$ cat config.mk
export PLATFORM = sky130hd
export DESIGN_NAME = ccr_comparator_ctrl
export DESIGN_NICKNAME = d
export VERILOG_FILES = /design/src/hdl/ccr_edge_detect.v /design/src/hdl/ccr_comparator_ctrl.v
export VERILOG_INCLUDE_DIRS = /design/src /design/src/hdl
export SDC_FILE = /design/constraint.sdc
export NUM_CORES = 1
export LEC_CHECK = 0
export BUFFER_PORTS_ARGS = -buffer_cell sky130_fd_sc_hd__buf_2
export CAP_MARGIN = 20
export CORE_MARGIN = 4
export CORE_UTILIZATION = 35
export DETAILED_ROUTE_END_ITERATION = 16
export PLACE_DENSITY = 0.83
export SYNTH_ARGS = -nofsm -noshare
export SYNTH_HDL_FRONTEND = slang
export SYNTH_HIERARCHICAL = 1
export SYNTH_SLANG_ARGS = --single-unit
$ cat constraint.sdc
create_clock -name clk_i -period 2.5 [get_ports clk_i]
set_input_delay 0.625 -clock clk_i [delete_from_list [all_inputs] [get_ports clk_i]]
set_output_delay 0.625 -clock clk_i [all_outputs]
set_load 0.02 [all_outputs]
$ cat src/hdl/ccr_regs.vh
// Purpose: Register map and field layout of the comparator control register block.
// Assumes: Classic Wishbone slave with 32-bit data and word-aligned addresses.
// Notes: The printed offset 0x9E is not a multiple of four, so it is a word index.
`ifndef CCR_REGS_VH
`define CCR_REGS_VH
`define CCR_ADDR_W 10
`define CCR_CTRL_INDEX 10'h09E
`define CCR_CTRL_ADDR 10'h278
`define CCR_BIT_ENABLE 7
`define CCR_BIT_OUT 6
`define CCR_BIT_RISE 5
`define CCR_BIT_FALL 4
`define CCR_POS_HI 3
`define CCR_POS_LO 2
`define CCR_NEG_HI 1
`define CCR_NEG_LO 0
`define CCR_CTRL_RESET 8'h00
`define CCR_HYST_2MV 2'h0
`define CCR_HYST_10MV 2'h2
`define CCR_HYST_10MV_ALT 2'h3
`endif

$ cat src/hdl/ccr_edge_detect.v
// Purpose: Registers the comparator level and marks its rising and falling edges.
// Assumes: The comparator level is synchronous to clk_i.
// Notes: Rising edges are only reported while enabled; clearing the enable while the level is high reports a falling edge.
`timescale 1ns/100ps
module ccr_edge_detect (
	input wire clk_i, // System clock.
	input wire rst_i, // Synchronous reset, active high.
	input wire enable_i, // Comparator enabled.
	input wire level_i, // Raw comparator output.
	output reg state_o, // Registered comparator output.
	output wire rise_o, // One-cycle rising-edge pulse.
	output wire fall_o // One-cycle falling-edge pulse.
);
	wire next_state;

	assign next_state = enable_i & level_i;

	always @(posedge clk_i) begin
		if (rst_i) begin
			state_o <= 1'b0;
		end else begin
			state_o <= next_state;
		end
	end

	assign rise_o = next_state & ~state_o;
	assign fall_o = ~next_state & state_o;
endmodule // ccr_edge_detect

$ cat src/hdl/ccr_comparator_ctrl.v
// Purpose: Comparator control and status register behind a classic Wishbone slave.
// Assumes: Comparator level arrives synchronous to clk_i; 32-bit Wishbone data.
// Notes: One register at word index 0x9E; byte lane 0 holds all eight bits.
// How it works
// - Bit 7 enables the comparator.
// - Bit 6 reads the registered comparator output, gated by bit 7.
// - Bit 5 sticky flag set on rising edge.
// - Bit 4 sticky flag set on falling edge.
// - Bits 3:2 select positive hysteresis level.
// - Bits 1:0 select negative hysteresis level.
//
// Added by the designer: register access over Wishbone.
`timescale 1ns/100ps
`include "ccr_regs.vh"
module ccr_comparator_ctrl (
	input wire clk_i, // System clock, 40 MHz.
	input wire rst_i, // Synchronous reset, active high.
	input wire wb_cyc_i, // Wishbone cycle.
	input wire wb_stb_i, // Wishbone strobe.
	input wire wb_we_i, // Wishbone write enable.
	input wire [31:0] wb_adr_i, // Wishbone byte address.
	input wire [3:0] wb_sel_i, // Wishbone byte selects.
	input wire [31:0] wb_dat_i, // Wishbone write data.
	output reg [31:0] wb_dat_o, // Wishbone read data.
	output reg wb_ack_o, // Wishbone acknowledge.
	output reg wb_err_o, // Wishbone error for unmapped address.
	input wire cmp_level_i, // Comparator output from the analog stage.
	output wire cmp_enable_o, // Comparator enable to the analog stage.
	output wire [1:0] cmp_pos_hyst_sel_o, // Positive hysteresis select.
	output wire [1:0] cmp_neg_hyst_sel_o // Negative hysteresis select.
);
	reg cmp_enable;
	reg cmp_rise_flag;
	reg cmp_fall_flag;
	reg [1:0] cmp_pos_hyst_sel;
	reg [1:0] cmp_neg_hyst_sel;
	wire cmp_output_state;
	wire rise_evt;
	wire fall_evt;
	wire req;
	wire hit;
	wire wr_lane0;
	wire [7:0] reg_value;

	ccr_edge_detect u_edge (
		.clk_i(clk_i),
		.rst_i(rst_i),
		.enable_i(cmp_enable),
		.level_i(cmp_level_i),
		.state_o(cmp_output_state),
		.rise_o(rise_evt),
		.fall_o(fall_evt)
	);

	// One-cycle answer; the request edge is taken only while no ack or error stands.
	assign req = wb_cyc_i & wb_stb_i & ~wb_ack_o & ~wb_err_o;
	assign hit = (wb_adr_i[31:2] == {20'h00000, `CCR_CTRL_INDEX}) & (wb_adr_i[1:0] == 2'h0);
	assign wr_lane0 = req & hit & wb_we_i & wb_sel_i[0];

	assign reg_value = {cmp_enable, cmp_output_state, cmp_rise_flag, cmp_fall_flag,
		cmp_pos_hyst_sel, cmp_neg_hyst_sel};

	always @(posedge clk_i) begin
		if (rst_i) begin
			wb_ack_o <= 1'b0;
			wb_err_o <= 1'b0;
			wb_dat_o <= 32'h00000000;
		end else begin
			wb_ack_o <= req & hit;
			wb_err_o <= req & ~hit;
			wb_dat_o <= (req & hit & ~wb_we_i) ? {24'h000000, reg_value} : 32'h00000000;
		end
	end

	always @(posedge clk_i) begin
		if (rst_i) begin
			cmp_enable <= 1'b0;
			cmp_pos_hyst_sel <= `CCR_HYST_2MV;
			cmp_neg_hyst_sel <= `CCR_HYST_2MV;
		end else if (wr_lane0) begin
			cmp_enable <= wb_dat_i[`CCR_BIT_ENABLE];
			cmp_pos_hyst_sel <= wb_dat_i[`CCR_POS_HI:`CCR_POS_LO];
			cmp_neg_hyst_sel <= wb_dat_i[`CCR_NEG_HI:`CCR_NEG_LO];
		end
	end

	// A set in the same cycle as a clearing write wins.
	always @(posedge clk_i) begin
		if (rst_i) begin
			cmp_rise_flag <= 1'b0;
			cmp_fall_flag <= 1'b0;
		end else begin
			if (rise_evt) begin
				cmp_rise_flag <= 1'b1;
			end else if (wr_lane0 & ~wb_dat_i[`CCR_BIT_RISE]) begin
				cmp_rise_flag <= 1'b0;
			end
			if (fall_evt) begin
				cmp_fall_flag <= 1'b1;
			end else if (wr_lane0 & ~wb_dat_i[`CCR_BIT_FALL]) begin
				cmp_fall_flag <= 1'b0;
			end
		end
	end

	assign cmp_enable_o = cmp_enable;
	assign cmp_pos_hyst_sel_o = cmp_pos_hyst_sel;
	assign cmp_neg_hyst_sel_o = cmp_neg_hyst_sel;
endmodule // ccr_comparator_ctrl

==> impl_summary.md, run 1 <==
Drt
The routed layout has 797 vias. Before antenna repair, the detailed router went through 3 iterations. Dividing the detail-routed wire length by the instance count gives 10.6 um. For this run, design rule violations remaining after detail routing come to 0.

The antenna violation net count after detailed routing is 0. The post-detailed-route via-to-cell ratio is 4.24. The detailed router's first-iteration violation count is 8. The total wirelength of the detailed-routed design is 1990 um.

STA
The upper clock frequency limit is 561 MHz. For the pin with the worst max-slew slack, the measured transition is 0.573 ns. The relative slew slack is 61.5%. The final setup skew is 0.000959 ns. The final number of hold-violating endpoints is 0.

Summed over all failing endpoints, the final setup total negative slack is 0 ns. The slack of the critical path is 0.718 ns. Setup repair after global routing left no endpoint under its margin. The final critical path time including I/O delays and setup is 1.78 ns.

The final max-slew violation count was 0. The worst path uses 71.3% of the clock period. The number of setup violations in the final report is 0.

Floorplan
The die is 59.7 um tall. From left edge to right edge, the die measures 59.7 um. The floorplan step defined a die boundary enclosing 3570 sq um. The core outline area is 2520 sq um. The top-level I/O count is 113. The initial standard-cell utilization of the core is 37.1%. The total number of placement rows is 18.

Finish
The post-layout net count is 233. The layout has 260 filler cells. The count of antenna diodes in the layout is 0. The share of final-layout standard cells stronger than drive strength 1 is 46.2%. The area growth from synthesis to layout is 30.3%.

Worst setup path
STA classifies the critical path endpoint as a flop. The critical-path maximum fanout is 8. The category of the worst setup path launch point is an input port. In this run the worst setup path begins at wb_adr_i[19]. The critical register-to-register path startpoint is wb_err_o.

The data arrival time of the critical path is 2.01 ns. The setup path with the least slack is of type in -> reg. At the worst endpoint, the required time is 2.73 ns.

Measured in cells, the most critical reg-to-reg path has a length of 4.

Synth
After synthesis, the cell types taking the most area are sky130_fd_sc_hd__dfxtp_1 39%, sky130_fd_sc_hd__buf_4 19%, sky130_fd_sc_hd__nand2b_1 6.7%. The area share of the largest cell type after synthesis is 38.5%. The leading cell type by number of instances after synthesis is sky130_fd_sc_hd__buf_4. The average footprint of a synthesized cell is 9.85 sq um.

The synthesized flop and latch total is 18. The async set or reset register ratio after synthesis is 0%. The area of the mapped netlist is 936 sq um. In the synthesized netlist the dominant register cell turns out to be sky130_fd_sc_hd__dfxtp_1. The sequential area share after synthesis is 38.5%. Yosys mapped a number of flops with a built-in enable equal to 0.

Counting distinct cell types in the post-synthesis netlist gives 23. The number of warning messages in the yosys log is 6. By count the netlist is led by 24 x sky130_fd_sc_hd__buf_4, 18 x sky130_fd_sc_hd__dfxtp_1, 10 x sky130_fd_sc_hd__nand2b_1.

The synthesized instance count is 95. The most area-hungry cell type in the Yosys netlist is sky130_fd_sc_hd__dfxtp_1.

GRT
The global-route usage over all layers is 10.3%. The initial antenna violation count is 0. Entering global routing, the biggest net connects 15 pins. The via count of the first global-routing pass is 739.

The first global-routing pass estimated 2840 um of wire. The total overflow reported by the global router is 0.

Job
The tool flagged a number of max-cap violations equal to 0.

Placement
Routability-driven placement finished with a final weighted congestion of 0.706. The number of buffers inserted by port buffering is 60. Once detailed placement completed, the half-perimeter wirelength came to 1760 um. Before CTS, the worst setup slack after placement is 0.367 ns.

Worst hold path
The worst hold path begins at cmp_fall_flag. The number of instances on the worst hold path is 1. The worst hold path class is reg -> reg.

Clock network
Clock tree synthesis inserted a total of 3 buffers. No sink is reached through more buffers than the 2 on the longest clock path. For the worst-skew pair, the clock arrives at the later sink with an insertion delay of 0.28 ns. The root cell of the clock tree is sky130_fd_sc_hd__clkbuf_4. The count of hold buffers inserted by post-cts repair is 0. After clock tree synthesis, the clock-pin slew on the worst setup and hold paths is 0.10 ns.

The number of H-tree levels is 1. The number of post-CTS setup repair buffers is 0. TritonCTS built the clock tree.

The number of resized instances in the post-cts repair step is 0. The clock sink count is 18.

Pwr
The design draws 545 uW. Power spread over the standard cell area amounts to 446 nW/um^2. Summed over all cells, the static leakage comes to 0.000625 uW.

The peak supply drop is 0.361 mV.

Run status
The run finished with clean final reports.
## metrics by stage
stage,hold slack (ns),std cells,area (sq um),util [%]
after detailed placement,0.445,184,1180,46.9
after global routing,0.481,188,1220,48.4
after global placement,0.438,184,1180,46.9
final,0.465,188,1220,48.4
after floorplan,0.431,118,1020,-
after CTS,0.467,188,1220,48.4
## power by group
group          internal (uW)  switching [uW]
combinational           32.9            53.3
clock                   88.5            82.4
sequential               287           0.332
total                    409             136
## cell type report
class | instances | area (sq um) | share of cell area (%)
Multi-Input combinational cell | 75 | 478 | 39.2
Sequential cell | 18 | 360 | 29.5
Timing Repair Buffer | 61 | 308 | 25.2
Tap cell | 30 | 37.5 | 3.08
Clock buffer | 4 | 36.3 | 2.97
## sequential cells by signal, indices dropped and copies added (netlist names)
name,count
u_edge/state_o,1
wb_ack_o,1
wb_err_o,1
wb_dat_o,8
cmp_rise_flag,1
cmp_enable_o,1
cmp_fall_flag,1
cmp_neg_hyst_sel_o,2
cmp_pos_hyst_sel_o,2
## cell families after synthesis
family / synth area share (%)
compound gates: 2.41
buf+inv: 19.7
flops: 38.5
mux: 5.35
other cells: 0.401
simple gates: 33.7
## layout by cell type (no fill, tap or decap), types with 2 or more instances in the layout
cell type	instances
sky130_fd_sc_hd__and2_1	8
sky130_fd_sc_hd__dfxtp_1	18
sky130_fd_sc_hd__nor2_1	7
sky130_fd_sc_hd__clkbuf_4	3
sky130_fd_sc_hd__a211oi_1	2
sky130_fd_sc_hd__nand2b_1	10
sky130_fd_sc_hd__buf_2	60
sky130_fd_sc_hd__nor4_1	2
sky130_fd_sc_hd__mux2i_1	5
sky130_fd_sc_hd__conb_1	24
sky130_fd_sc_hd__nor4_2	5
## worst paths after layout
kind,end,slack [ns]
worst min register to register,wb_dat_o[4],0.47
worst max-delay path,wb_dat_o[7],0.72
worst min-delay path,wb_dat_o[4],0.47
worst max register to register,wb_dat_o[7],1.02
## routing by layer
layer  global-route usage, %  up-vias  wire length, um
li1                        -      401                -
met1                    11.4      345              719
met2                    18.7       51              993
met3                    2.59        0              275
met4                    3.80        0                0
met5                       0        -                0
## worst max-delay path, cell delays in order
cell,delay [ns]
sky130_fd_sc_hd__buf_2,0.10
sky130_fd_sc_hd__nor4_2,0.29
sky130_fd_sc_hd__nand4_2,0.23
sky130_fd_sc_hd__nor4_2,0.55
sky130_fd_sc_hd__and2_1,0.21
No activity file was read; power rests on OpenSTA's default activity.
==> run 2: changes to the inputs <==
CORE_UTILIZATION = 29   (was 35)
PLACE_DENSITY = 0.73   (was 0.83)
clock period = 1.6 ns   (was 2.5 ns; I/O delays follow)
==> run 2 against run 1 <==
- via count increased by 1.1%
- clock skew increased by 0.0011 ns
- critical endpoint is now cmp_enable_o
- worst setup slack got worse by 0.51 ns
- utilization decreased by 7.0 points
- largest cell class unchanged
==> impl_summary.md, run 2 (synthesized netlist as in run 1, its figures left out) <==
STA
Setup repair after global routing left no endpoint under its margin. The number of setup violations in the final report came to 0 (unchanged). The upper clock frequency limit is 721 MHz. The final setup skew was 0.00210 ns (+0.00114 ns). The total negative setup slack is 0 ns (unchanged). The final number of hold-violating endpoints came to 0 (unchanged).

The final max-slew violation count is 0 (unchanged). The share of the clock period used by the worst path is 86.7%. The worst path in the final design needs a cycle of 1.39 ns, including I/O delays and setup.

Drt
The DRC violation count after routing is 0 (unchanged). The detailed router's first-iteration violation count came to 29 (+21). The total wirelength of the detailed-routed design came to 1950 um (-1.9%). The detail-routed net length per standard cell was 9.47 um (-10%).

The post-detailed-route via-to-cell ratio came to 3.91 (-7.7%). The antenna violation net count after detailed routing was 0 (unchanged). The routed via count is 806 (+1.1%). The number of detailed-routing iterations run before antenna repair is 4 (+1).

Worst setup path
The highest cell delay on the worst timing path is 0.28 ns (-0.27 ns). The worst setup path is captured at a flop. The critical path is of the in -> reg type. The critical-path maximum fanout is 7 (-1). The data arrival time of the critical path is 1.61 ns (-0.40 ns). The worst setup path is launched from an input port. The critical path goes through buf_2 > nor4_1 > nand4_1 > nor4_4 > buf_4 > mux2i_1.

The required arrival time at the worst endpoint came to 1.83 ns (-0.90 ns). On the critical path, the stage with the largest delay is an instance of sky130_fd_sc_hd__nor4_1.

Finish
The sequential cell area is 360 sq um (unchanged). The utilization after layout is 41.4% (-7.0 points). The post-layout net count is 237 (+1.7%). The leading cell type in the layout, fill and taps excluded is sky130_fd_sc_hd__buf_2.

The share of final-layout standard cells stronger than drive strength 1 is 48.1% (+1.9 points). The count of antenna diodes in the layout is 0 (unchanged). The footprint of the multi-input gates is 484 sq um (+1.3%). The count of filler cells inserted in the layout was 302 (+16%). In the layout the commonest cells are 60 x sky130_fd_sc_hd__buf_2, 24 x sky130_fd_sc_hd__conb_1, 18 x sky130_fd_sc_hd__dfxtp_1, 10 x sky130_fd_sc_hd__nand2b_1, 8 x sky130_fd_sc_hd__and2_1. Counting flops per register, the top entry is wb_dat_o. The layout-stage area growth over the synthesis result is 36.1%.

The flip-flop count of the largest register, all copies and words added is 8 (unchanged).

Floorplan
The total number of placement rows is 20 (+2). The horizontal die dimension came to 64.8 um (+8.5%). The top-level I/O count came to 113 (unchanged). The core outline area came to 3080 sq um (+22%). The initial standard-cell utilization of the core is 30.4% (-6.7 points). The area of the die is 4200 sq um (+18%). The overall die height is 64.8 um (+8.5%).

Pwr
The share of total power consumed by net switching is 25.5% (+0.52 points). The clock power share came to 31.8% (+0.4 points). The power density over cell area came to 675 nW/um^2 (+51%). The internal power consumption is 641 uW (+57%). The power share of the sequential group is 52.2% (-0.6 points).

The peak supply drop is 0.243 mV (-33%). The reported leakage power is 0.000644 uW (+3.0%). The power spent charging and discharging nets is 219 uW (+61%).

The share of total power in combinational logic is 16.0% (+0.2 points).

Placement
The number of buffers inserted by port buffering is 60 (unchanged). The placer congestion estimate came to 0.670 (-5.1%). The final HPWL from detailed placement was 1700 um (-3.4%).

Run status
The flow ran to the end, and the final reports show no timing, DRC or antenna violations.

Clock network
The worst-case clock buffer depth is 2 (unchanged). The later-pin clock latency in the skew report is 0.29 ns (about the same). The root cell of the clock tree is sky130_fd_sc_hd__clkbuf_4.

The number of resized instances in the post-cts repair step is 0 (unchanged). The clock-pin slew on the worst setup and hold paths is 0.10 ns (about the same). The CTS buffer count was 3 (unchanged). The number of post-CTS setup repair buffers is 0 (unchanged). The number of H-tree levels is 1 (unchanged).

TritonCTS built the clock tree. The count of hold buffers inserted by post-cts repair was 0 (unchanged). The clock sink count was 18 (unchanged).

GRT
The wire length of the first global-routing pass is 3110 um (+9.5%). The total overflow reported by the global router is 0 (unchanged). The global-route usage over all layers is 9.32% (-0.98 points). The initial antenna violation count came to 0 (unchanged). The via count of the first global-routing pass came to 794 (+7.4%).

The maximum number of pins on one net before global-route repair is 14 (-1).

Worst hold path
The worst hold path belongs to the class in -> reg.

Job
The number of violations of the max-capacitance limit is 0 (unchanged).
run 2: cell count changes in the layout (fill, tap and decap cells not counted):
cell	delta
sky130_fd_sc_hd__buf_4	+4
sky130_fd_sc_hd__nor4_1	-1
sky130_fd_sc_hd__nor4_2	+1
run 2: area by class of cell:
type	count	area share [%]
well taps	44	4.32
flip-flops and latches	18	28.3
clock buffers	4	2.85
repair buffers	65	26.5
multi-input cells	75	38.0
run 2: power by group through the flow:
stage	Combinational, uW	Sequential [uW]	Clock, uW
final	138	449	273
after global routing	152	450	294
after CTS	138	449	277
after detailed placement	136	460	0
after global placement	137	460	0
after floorplan	116	461	0
run 2: path summary, 6_finish.rpt:
kind | cells after the start | slack (ns) | end | from
hold reg to reg | 1 | 0.47 | wb_dat_o[4] | cmp_fall_flag
setup / recovery | 6 | 0.21 | cmp_enable_o | wb_adr_i[11]
setup reg to reg | 5 | 0.26 | cmp_enable_o | wb_err_o
hold / removal | 3 | 0.35 | cmp_pos_hyst_sel_o[1] | wb_dat_i[3]
run 2: stage by stage:
| step | power [uW] | hold WS (ns) | std cells | setup WS, ns | area [sq um] |
|---|---|---|---|---|---|
| 5_1_grt | 896 | 0.372 | 206 | 0.0955 | 1270 |
| 3_5_place_dp | 596 | 0.444 | 202 | -0.122 | 1240 |
| 2_1_floorplan | 577 | 0.431 | 118 | -0.0455 | 1030 |
| 4_1_cts | 864 | 0.351 | 206 | 0.196 | 1270 |
| 6_report | 860 | 0.355 | 206 | 0.213 | 1270 |
| 3_3_place_gp | 596 | 0.437 | 202 | -0.104 | 1240 |
run 2: layer usage:
| metal | vias to the layer above | track usage [%] | routed length, um |
|---|---|---|---|
| met5 | - | 0 | 0 |
| met4 | 0 | 4.75 | 9 |
| met3 | 2 | 1.91 | 287 |
| met2 | 53 | 16.6 | 939 |
| met1 | 341 | 10.3 | 715 |
| li1 | 410 | - | - |
run 2: critical path, delay by kind of cell:
| kind | cells | cell delay, ns |
|---|---|---|
| muxes | 1 | 0.18 |
| buffers and inverters | 2 | 0.30 |
| and+or+nand+nor | 3 | 0.72 |
